$ cat src/dctg_pkg.sv
/*
  dctg_pkg: timing constants, command codes and state types for the
  command timing guard that spaces commands to a four-bank memory part.
  assumes one 200 MHz clock; all figures rounded up to whole cycles.
*/
package dctg_pkg;
  localparam int CLK_PS = 5000;
  // nanosecond figures kept in picoseconds so fractional values stay exact
  localparam int FOUR_ACTIVATE_WINDOW_PS = 50000;
  localparam int WRITE_RECOVERY_TIME_PS = 15000;
  localparam int WRITE_TO_READ_GAP_PS = 7500;
  localparam int READ_TO_PRECHARGE_GAP_PS = 7500;
  localparam int REFRESH_CYCLE_PS = 75000;
  localparam int SELFREFRESH_EXTRA_PS = 10000;
  localparam int PRECHARGE_PERIOD_PS = 15000;
  localparam int INPUT_SETUP_PS = 150;
  localparam int INPUT_HOLD_PS = 275;
  localparam int DEV_CLK_PS = 3000;

  function automatic int ps_to_cyc(input int ps);
    int c;
    c = (ps + CLK_PS - 1) / CLK_PS;
    return (c < 1) ? 1 : c;
  endfunction

  localparam int FAW_CYC = ps_to_cyc(FOUR_ACTIVATE_WINDOW_PS);
  localparam int WR_CYC = ps_to_cyc(WRITE_RECOVERY_TIME_PS);
  localparam int RP_CYC = ps_to_cyc(PRECHARGE_PERIOD_PS);
  localparam int DAL_CYC = WR_CYC + RP_CYC;
  localparam int WTR_CYC = ps_to_cyc(WRITE_TO_READ_GAP_PS);
  localparam int RTP_CYC = ps_to_cyc(READ_TO_PRECHARGE_GAP_PS);
  localparam int XSNR_CYC =
    ps_to_cyc(REFRESH_CYCLE_PS + SELFREFRESH_EXTRA_PS);
  localparam int XSRD_CYC = 200;
  localparam int CCD_CYC = 2;
  localparam int XP_CYC = 2;
  localparam int XARD_CYC = 2;
  localparam int XARDS_BASE = 6;
  localparam int CKE_MIN_CYC = 3;
  localparam int ANPD_CYC = 3;
  localparam int AXPD_CYC = 8;
  localparam int CLK_HOLD_CYC =
    ps_to_cyc(INPUT_SETUP_PS + DEV_CLK_PS + INPUT_HOLD_PS);
  localparam int MAX_ACT_IN_WINDOW = 4;
  localparam int SLOW_EXIT_BIT = 12;
  localparam int CNT_W = 8;
  localparam int BANKS = 4;

  typedef enum logic [2:0] {
    DCTG_CMD_NOP = 3'h0,
    DCTG_CMD_ACT = 3'h1,
    DCTG_CMD_RD = 3'h2,
    DCTG_CMD_WR = 3'h3,
    DCTG_CMD_PRE = 3'h4,
    DCTG_CMD_WRA = 3'h5,
    DCTG_CMD_OTHER = 3'h6
  } dctg_cmd_t;

  typedef enum logic [1:0] {
    DCTG_ST_ON = 2'h0,
    DCTG_ST_PDN = 2'h1,
    DCTG_ST_SREF = 2'h2,
    DCTG_ST_CLKOFF = 2'h3
  } dctg_state_t;
endpackage

$ cat src/dctg_cnt_if.sv
/*
  dctg_cnt_if: load and status bundle between the guard and its bank
  timer. assumes both ends run on the guard clock.
*/
`timescale 1ns/100ps
interface dctg_cnt_if;
  import dctg_pkg::*;
  logic [BANKS-1:0] ld_pre;
  logic [CNT_W-1:0] ld_val;
  logic [BANKS-1:0] pre_ok;
  modport guard (output ld_pre, output ld_val, input pre_ok);
  modport timer (input ld_pre, input ld_val, output pre_ok);
endinterface

$ cat src/dctg_bank_timer.sv
/*
  dctg_bank_timer: one precharge down-counter per bank. a load only
  raises the count, so the longest pending wait is kept.
  assumes loads come from the guard on the same clock.
*/
`timescale 1ns/100ps
module dctg_bank_timer
  import dctg_pkg::*;
(
  input wire logic i_clk,
  input wire logic i_rst,
  dctg_cnt_if.timer cnt
);
  typedef struct packed {
    logic [BANKS-1:0][CNT_W-1:0] cnt;
  } dctg_bt_t;
  dctg_bt_t st_ff;
  dctg_bt_t nxt_st;

  always_comb begin
    nxt_st = st_ff;
    for (int b = 0; b < BANKS; b++) begin
      if (st_ff.cnt[b] != '0) begin
        nxt_st.cnt[b] = st_ff.cnt[b] - 1'b1;
      end
      if (cnt.ld_pre[b] && cnt.ld_val > nxt_st.cnt[b]) begin
        nxt_st.cnt[b] = cnt.ld_val;
      end
    end
  end

  always_ff @(posedge i_clk) begin
    if (i_rst) begin
      st_ff <= '0;
    end else begin
      st_ff <= nxt_st;
    end
  end

  always_comb begin
    for (int b = 0; b < BANKS; b++) begin
      cnt.pre_ok[b] = (st_ff.cnt[b] == '0);
    end
  end
endmodule

$ cat src/dctg_guard.sv
/*
  dctg_guard: command timing guard placed in front of the memory pins.
  a request is passed only when every spacing rule allows it; otherwise
  it is held back by o_req_ready low. also drives clock enable, the
  termination pin and the memory clock gate. assumes the requester
  keeps its request steady until accepted, and that all inputs share
  i_clk.
*/
`timescale 1ns/100ps
module dctg_guard
  import dctg_pkg::*;
(
  input wire logic i_clk,
  input wire logic i_rst,
  input wire logic i_req_valid,
  input wire logic [2:0] i_req_cmd,
  input wire logic [1:0] i_req_bank,
  input wire logic [2:0] i_req_burst_cyc,
  input wire logic i_pd_req,
  input wire logic i_sref_req,
  input wire logic i_bank_open,
  input wire logic [13:0] i_mode_word,
  input wire logic [2:0] i_additive_latency,
  input wire logic i_odt_req,
  output logic o_req_ready,
  output logic o_cmd_valid,
  output logic [2:0] o_cmd,
  output logic [1:0] o_cmd_bank,
  output logic o_cke,
  output logic o_odt,
  output logic o_mem_clk_en,
  output logic o_odt_sync_ok
);
  typedef struct packed {
    dctg_state_t pst;
    logic [FAW_CYC-1:0] act_hist;
    logic [CNT_W-1:0] ccd;
    logic [CNT_W-1:0] wtr;
    logic [CNT_W-1:0] nonrd;
    logic [CNT_W-1:0] rd;
    logic [CNT_W-1:0] cke_hold;
    logic [CNT_W-1:0] odt_stable;
    logic [CNT_W-1:0] axpd;
    logic [CNT_W-1:0] clk_hold;
    logic pd_active;
    logic cke;
    logic odt;
    logic clk_en;
    logic cmd_valid;
    logic [2:0] cmd;
    logic [1:0] bank;
  } dctg_st_t;
  dctg_st_t st_ff;
  dctg_st_t nxt_st;

  dctg_cnt_if cnt_bus ();

  dctg_bank_timer u_bank_timer (
    .i_clk(i_clk),
    .i_rst(i_rst),
    .cnt(cnt_bus.timer)
  );

  function automatic logic [CNT_W-1:0] dec(input logic [CNT_W-1:0] v);
    return (v == '0) ? v : v - 1'b1;
  endfunction

  function automatic logic [CNT_W-1:0] at_least(
    input logic [CNT_W-1:0] cur,
    input logic [CNT_W-1:0] val
  );
    return (val > cur) ? val : cur;
  endfunction

  dctg_cmd_t req;
  logic is_col;
  logic is_rd;
  logic is_wr;
  logic ok;
  logic act_full;
  logic take;
  logic slow_exit;
  logic [CNT_W-1:0] exit_rd;
  logic [CNT_W-1:0] wr_end;
  logic [3:0] act_cnt;

  always_comb begin
    req = dctg_cmd_t'(i_req_cmd);
    is_rd = (req == DCTG_CMD_RD);
    is_wr = (req == DCTG_CMD_WR) || (req == DCTG_CMD_WRA);
    is_col = is_rd || is_wr;
    slow_exit = i_mode_word[SLOW_EXIT_BIT];
    // slow exit is six less additive latency, never under one cycle
    if (CNT_W'(XARDS_BASE) > CNT_W'(i_additive_latency) + 1'b1) begin
      exit_rd = CNT_W'(XARDS_BASE) - CNT_W'(i_additive_latency);
    end else begin
      exit_rd = CNT_W'(1);
    end
    if (!slow_exit) begin
      exit_rd = CNT_W'(XARD_CYC);
    end
    wr_end = CNT_W'(i_req_burst_cyc);
    act_cnt = '0;
    for (int i = 0; i < FAW_CYC - 1; i++) begin
      act_cnt = act_cnt + 4'(st_ff.act_hist[i]);
    end
    // the window spans FAW_CYC cycles including this one
    act_full = (act_cnt >= 4'(MAX_ACT_IN_WINDOW));
    ok = (st_ff.pst == DCTG_ST_ON) && st_ff.cke;
    if (is_col && st_ff.ccd != '0) ok = 1'b0;
    if (is_rd && (st_ff.wtr != '0 || st_ff.rd != '0)) begin
      ok = 1'b0;
    end
    if (!is_rd && st_ff.nonrd != '0) ok = 1'b0;
    if (req == DCTG_CMD_ACT && act_full) ok = 1'b0;
    if (req == DCTG_CMD_PRE && !cnt_bus.pre_ok[i_req_bank]) begin
      ok = 1'b0;
    end
    if (req == DCTG_CMD_ACT && !cnt_bus.pre_ok[i_req_bank]) begin
      ok = 1'b0;
    end
    if (req == DCTG_CMD_NOP) ok = 1'b0;
    take = i_req_valid && ok;
  end

  assign o_req_ready = ok;

  always_comb begin
    nxt_st = st_ff;
    cnt_bus.ld_pre = '0;
    cnt_bus.ld_val = '0;
    nxt_st.ccd = dec(st_ff.ccd);
    nxt_st.wtr = dec(st_ff.wtr);
    nxt_st.nonrd = dec(st_ff.nonrd);
    nxt_st.rd = dec(st_ff.rd);
    nxt_st.cke_hold = dec(st_ff.cke_hold);
    nxt_st.axpd = dec(st_ff.axpd);
    nxt_st.clk_hold = dec(st_ff.clk_hold);
    nxt_st.act_hist = {st_ff.act_hist[FAW_CYC-2:0],
      take && req == DCTG_CMD_ACT};
    nxt_st.cmd_valid = take;
    if (take) begin
      nxt_st.cmd = i_req_cmd;
      nxt_st.bank = i_req_bank;
    end
    if (take && is_col) nxt_st.ccd = CNT_W'(CCD_CYC - 1);
    if (take && is_wr) begin
      nxt_st.wtr = at_least(nxt_st.wtr,
        wr_end + CNT_W'(WTR_CYC - 1));
      cnt_bus.ld_pre[i_req_bank] = 1'b1;
      if (req == DCTG_CMD_WRA) begin
        cnt_bus.ld_val = wr_end + CNT_W'(DAL_CYC - 1);
      end else begin
        cnt_bus.ld_val = wr_end + CNT_W'(WR_CYC - 1);
      end
    end
    if (take && is_rd) begin
      cnt_bus.ld_pre[i_req_bank] = 1'b1;
      cnt_bus.ld_val = CNT_W'(RTP_CYC - 1);
    end
    // termination changes only while the clock enable is high
    if (st_ff.pst == DCTG_ST_ON && i_odt_req != st_ff.odt) begin
      nxt_st.odt = i_odt_req;
      nxt_st.odt_stable = CNT_W'(ANPD_CYC);
    end else begin
      nxt_st.odt_stable = dec(st_ff.odt_stable);
    end
    unique case (st_ff.pst)
      DCTG_ST_ON: begin
        if (!take && st_ff.cke_hold == '0 && st_ff.odt_stable == '0 &&
            i_odt_req == st_ff.odt && (i_pd_req || i_sref_req)) begin
          nxt_st.cke = 1'b0;
          nxt_st.cke_hold = CNT_W'(CKE_MIN_CYC - 1);
          nxt_st.pd_active = i_bank_open;
          nxt_st.clk_hold = CNT_W'(CLK_HOLD_CYC);
          nxt_st.pst = i_sref_req ? DCTG_ST_SREF : DCTG_ST_PDN;
        end
      end
      DCTG_ST_PDN: begin
        if (!i_pd_req && st_ff.cke_hold == '0) begin
          nxt_st.cke = 1'b1;
          nxt_st.cke_hold = CNT_W'(CKE_MIN_CYC - 1);
          nxt_st.axpd = CNT_W'(AXPD_CYC);
          nxt_st.pst = DCTG_ST_ON;
          if (st_ff.pd_active) begin
            nxt_st.rd = at_least(nxt_st.rd, exit_rd);
          end else begin
            nxt_st.nonrd = at_least(nxt_st.nonrd,
              CNT_W'(XP_CYC));
          end
        end
      end
      DCTG_ST_SREF: begin
        // memory clock may stop once the hold after the drop is over
        if (st_ff.clk_hold == '0) begin
          nxt_st.clk_en = 1'b0;
          nxt_st.pst = DCTG_ST_CLKOFF;
        end
      end
      DCTG_ST_CLKOFF: begin
        if (!i_sref_req) begin
          nxt_st.clk_en = 1'b1;
          nxt_st.pst = DCTG_ST_SREF;
        end
      end
    endcase
    if (st_ff.pst == DCTG_ST_SREF && st_ff.clk_en && !i_sref_req &&
        st_ff.cke_hold == '0 && st_ff.clk_hold == '0) begin
      nxt_st.pst = DCTG_ST_ON;
      nxt_st.cke = 1'b1;
      nxt_st.clk_en = 1'b1;
      nxt_st.cke_hold = CNT_W'(CKE_MIN_CYC - 1);
      nxt_st.axpd = CNT_W'(AXPD_CYC);
      nxt_st.nonrd = CNT_W'(XSNR_CYC);
      nxt_st.rd = CNT_W'(XSRD_CYC);
    end
  end

  always_ff @(posedge i_clk) begin
    if (i_rst) begin
      st_ff <= '{pst: DCTG_ST_ON, cke: 1'b1, clk_en: 1'b1,
        cmd: 3'h0, bank: 2'h0, default: '0};
    end else begin
      st_ff <= nxt_st;
    end
  end

  assign o_cmd_valid = st_ff.cmd_valid;
  assign o_cmd = st_ff.cmd;
  assign o_cmd_bank = st_ff.bank;
  assign o_cke = st_ff.cke;
  assign o_odt = st_ff.odt;
  assign o_mem_clk_en = st_ff.clk_en;
  assign o_odt_sync_ok = st_ff.cke && (st_ff.axpd == '0);
endmodule

$ cat config.mk
export PLATFORM = sky130hd
export DESIGN_NAME = dctg_guard
export DESIGN_NICKNAME = d
export VERILOG_FILES = /design/src/dctg_pkg.sv /design/src/dctg_cnt_if.sv /design/src/dctg_bank_timer.sv /design/src/dctg_guard.sv
export SDC_FILE = /design/constraint.sdc
export NUM_CORES = 1
export LEC_CHECK = 0
export CORE_MARGIN = 10
export CORE_UTILIZATION = 40
export CTS_BUF_LIST = sky130_fd_sc_hd__clkbuf_4 sky130_fd_sc_hd__clkbuf_8 sky130_fd_sc_hd__clkbuf_16
export CTS_CLUSTER_DIAMETER = 80
export CTS_CLUSTER_SIZE = 30
export DETAILED_ROUTE_END_ITERATION = 7
export DONT_BUFFER_PORTS = 1
export SKIP_CTS_REPAIR_TIMING = 1
export SLEW_MARGIN = 20
export SYNTH_ARGS = -nofsm -noshare
export SYNTH_HDL_FRONTEND = slang
export SYNTH_SLANG_ARGS = --single-unit
$ cat constraint.sdc
create_clock -name i_clk -period 6.05 [get_ports i_clk]
set_clock_uncertainty 0.2 [all_clocks]
set_input_delay 1.21 -clock i_clk [delete_from_list [all_inputs] [get_ports i_clk]]
set_output_delay 1.21 -clock i_clk [all_outputs]
set_load 0.1 [all_outputs]
==> impl_metrics.csv <==
group,metric,value,unit
cts,cts_tree,"yes",
power_and_ir_drop,ir_drop,0.000378,V
logic_synthesis,synth_xor_xnor_area_share,7.60,%
logic_synthesis,synth_edf_count,0,
timing,period_minus_slack,5.53,ns
global_route,antenna_found_initial,0,
final_layout,num-fill-cells,1782,
logic_synthesis,synthMuxAreaShare,2.55,%
final_layout,area_delta_synth_final,11.3,%
critical_path,worstSetupStartpointType,"register",
critical_path,crit_path_end_kind,"register",
critical_path,cp_slowest_cell,"fa_1",
drt,dr_total_vias,5994,
logic_synthesis,synth_area,0.00726,sq mm
timing,rsz0062_at_grt,"false",
flow_run,drv_cap,0,
drt,wl_per_cell,14.5,um
cts,clkSlewWorstSetupHoldPaths,0.06,ns
place,placed_area,0.00747,sq mm
logic_synthesis,yosysSeqAreaShare,32.3,%
logic_synthesis,synth_seq_cells,117,
critical_path,cp_data_arrival_time,5.63,ns
final_layout,fin_nets,974,
logic_synthesis,netlist_instances,882,
cts,cts-root-buf,"clkbuf_16",
critical_path,worstSetupPathType,"register to register",
logic_synthesis,synthArstFlopShare,0,%
power_and_ir_drop,combPwrFrac,50.3,%
floorplan,start_util,40.6,%
floorplan,die-area,0.0239,sq mm
logic_synthesis,synth-simple-area-share,25.6,%
cts,cts_buffers,17,
logic_synthesis,synth-compound-area-share,15.9,%
drt,final_antenna_net_count,0,
power_and_ir_drop,p_switching,0.00207,W
timing,setup_viol,0,
global_route,track_usage,13.7,%
floorplan,die_w,155,um
global_route,grt_start_max_net_pins,97,
power_and_ir_drop,power_density,597,mW/mm^2
final_layout,fin_area,0.00808,sq mm
final_layout,diodes,0,
status,status,"completed",
critical_path,r2r_slack,0.52,ns
power_and_ir_drop,p_sw_share,42.9,%
timing,slew_headroom,28.7,%
timing,min_period_over_period,91.4,%
logic_synthesis,synth_fa_ha_area_share,11.2,%
power_and_ir_drop,intPower,0.00276,W
global_route,grt.overflow.total,0,
timing,max_freq,0.181,GHz
cts,clockBufferDepth,2,
timing,tns,0,ns
critical_path,crit_fanout,7,
floorplan,pin_count,43,
logic_synthesis,syn_area_per_cell,8.23,sq um
drt,drt_wl_total,16300,um
global_route,grt_pass1_wl,27400,um
final_layout,drive_gt1_share,5.94,%
logic_synthesis,synth_top_family_by_area,"simple AND/OR/NAND/NOR gates",
critical_path,required,6.15,ns
drt,first_pass_iters,6,
logic_synthesis,synth_cell_type_count,70,
timing,tightest_slew,1.07,ns
cts,worstSkewPairLatency,0.42,ns
cts,cts_sinks,117,
power_and_ir_drop,pwr-share-seq,28.6,%
place,io_buffers,0,
logic_synthesis,yosysWarnings,0,
floorplan,core_area,0.0179,sq mm
global_route,grt_pass1_vias,5744,
final_layout,regArea,0.00234,sq mm
critical_path,crit_chain,"fa_1 -> inv_1 -> fa_1 -> fa_1 -> inv_1 -> ha_1 -> a21oi_1 -> o211ai_1 -> a211o_1 -> a211o_1 -> or3_1 -> inv_1 -> ha_1 -> nor2b_1 -> o21a_1 -> o21ai_0 -> a2111oi_0 -> buf_4 -> and3_1 -> o31ai_1",
timing,drv_slew,0,
place,hpwl,11600,um
timing,hold_viol,0,
place,place_congestion,0.803,
hold_path,min_path_type,"register to register",
critical_path,critPathMaxStageDelay,0.53,ns
drt,drt_iter0_drc,296,
final_layout,multi_input_area,0.00459,sq mm
logic_synthesis,synth_top_flop_cell,"dfxtp_1",
floorplan,fp.dieH,155,um
drt,drc,0,
floorplan,rows,49,
power_and_ir_drop,power.leakage,3.39,nW
drt,routed_via_density,5.35,
power_and_ir_drop,p_clk_share,21.1,%
cts,htreeDepth,4,
logic make-up (layout without fill, tap and decap cells):
logic type / after synthesis / count (layout)
simple gates: 363 / 363
buf+inv: 85 / 91
xor+xnor: 63 / 63
mux: 18 / 18
flops: 117 / 117
fa+ha+maj: 63 / 63
other cells: 1 / 5
compound gates: 172 / 172
Yosys cell counts, drive strengths merged (3+ instances only):
cell       n  share of area, %
o21a       9              0.93
o31ai     10               1.0
o31a       4              0.48
fa         3              0.83
or4        8              0.83
nand3b     6              0.62
and3       7              0.60
o21ai     36               2.5
xor2      36               4.3
xnor2     27               3.3
ha        60                10
nand2     76               3.9
dfxtp    117                32
or3        7              0.60
o2bb2ai    4              0.48
a21o      10               1.0
nor4      17               1.5
inv       53               2.7
nor4bb     3              0.41
mux2i     14               1.9
nor4b      8              0.97
nand3     23               1.6
a2111oi    6               1.1
nand4      3              0.26
and4       6              0.72
nor3      46               3.2
or2        3              0.26
nand4b     3              0.36
a21oi     47               3.2
nor2      97               5.0
buf        9              0.91
nand2b    12               1.0
nor3b      8              0.83
a211o      3              0.36
and2       6              0.52
nor2b     18               1.6
mux2       4              0.62
a211oi     5              0.59
a41oi      4              0.48
or4b       3              0.47
a31oi      7              0.60
o211ai     5              0.52
clkbuf    23               1.2
final timing paths:
path,from,to,depth (start not counted)
max,nxt_st[75],u_bank_timer.st_ff[27],20
min,nxt_st[77],nxt_st[78],1
max reg2reg,nxt_st[75],u_bank_timer.st_ff[27],20
min reg2reg,nxt_st[77],nxt_st[78],1
per-stage QoR:
step / std cells / total power [W] / hold WS (ns) / worst slack, ns / util [%]
CTS: 1121 / 0.00486 / 0.270 / 0.502 / 45.1
detailed placement: 1089 / 0.00380 / 0.258 / 0.558 / 41.8
floorplan: 886 / 0.00335 / 0.238 / 0.640 / -
global route: 1121 / 0.00530 / 0.285 / 0.136 / 45.1
finish: 1121 / 0.00482 / 0.267 / 0.521 / 45.1
global placement: 1089 / 0.00378 / 0.255 / 0.602 / 41.8
registers in the layout (all words and copies together), names as in the netlist:
name and count:
nxt_st 9, o_cke 1, o_cmd 3, o_cmd_bank 2, o_cmd_valid 1, o_mem_clk_en 1
o_odt 1, st_ff 67, u_bank_timer.st_ff 32
power by group through the flow:
stage / Clock, W / Combinational (W) / Sequential [W]
after floorplan: 0 / 0.00206 / 0.00128
after global placement: 0 / 0.00239 / 0.00139
after detailed placement: 0 / 0.00242 / 0.00139
after global routing: 0.00107 / 0.00280 / 0.00143
final: 0.00102 / 0.00242 / 0.00138
after CTS: 0.00104 / 0.00244 / 0.00138
cell type report:
cell class                      count  area share, %
Multi-Input combinational cell    684           56.8
Sequential cell                   117           29.0
Clock buffer                       21           5.95
Tap cell                          229           3.55
Inverter                           53           2.46
Clock inverter                     11           1.53
Timing Repair Buffer                6          0.712
per-layer routing:
metal / GRT usage [%] / up-vias / wire [um]
met1: 17.1 / 2777 / 7820
met5: 0 / - / 0
met3: 3.99 / 12 / 795
met4: 4.41 / 0 / 205
met2: 22.1 / 91 / 7460
li1: - / 3114 / -
critical path, delay by kind of cell (launching register included):
kind	cells	cell delay (ns)
fa+ha+maj	5	1.93
buf+inv	4	0.48
compound gates	8	1.69
flops	1	0.33
simple gates	3	0.78
placed cells by master, fill, tap and decap left out, drive strengths merged, types with 5 or more instances in the layout:
cell / count
mux2i: 14
nor4: 17
o31ai: 10
o21ai: 36
conb: 5
buf: 6
dfxtp: 117
or4: 8
or3: 7
and3: 7
and2: 6
a21oi: 47
o21a: 9
nand3b: 6
nand2: 76
and4: 6
nand2b: 12
a21o: 10
a2111oi: 6
xor2: 36
xnor2: 27
nor4b: 8
inv: 54
nor3b: 8
a31oi: 7
a211oi: 5
nor2: 97
clkbuf: 21
clkinv: 5
nand3: 23
o211ai: 5
nor3: 46
nor2b: 18
ha: 60
(Power assumes the default switching activity.)
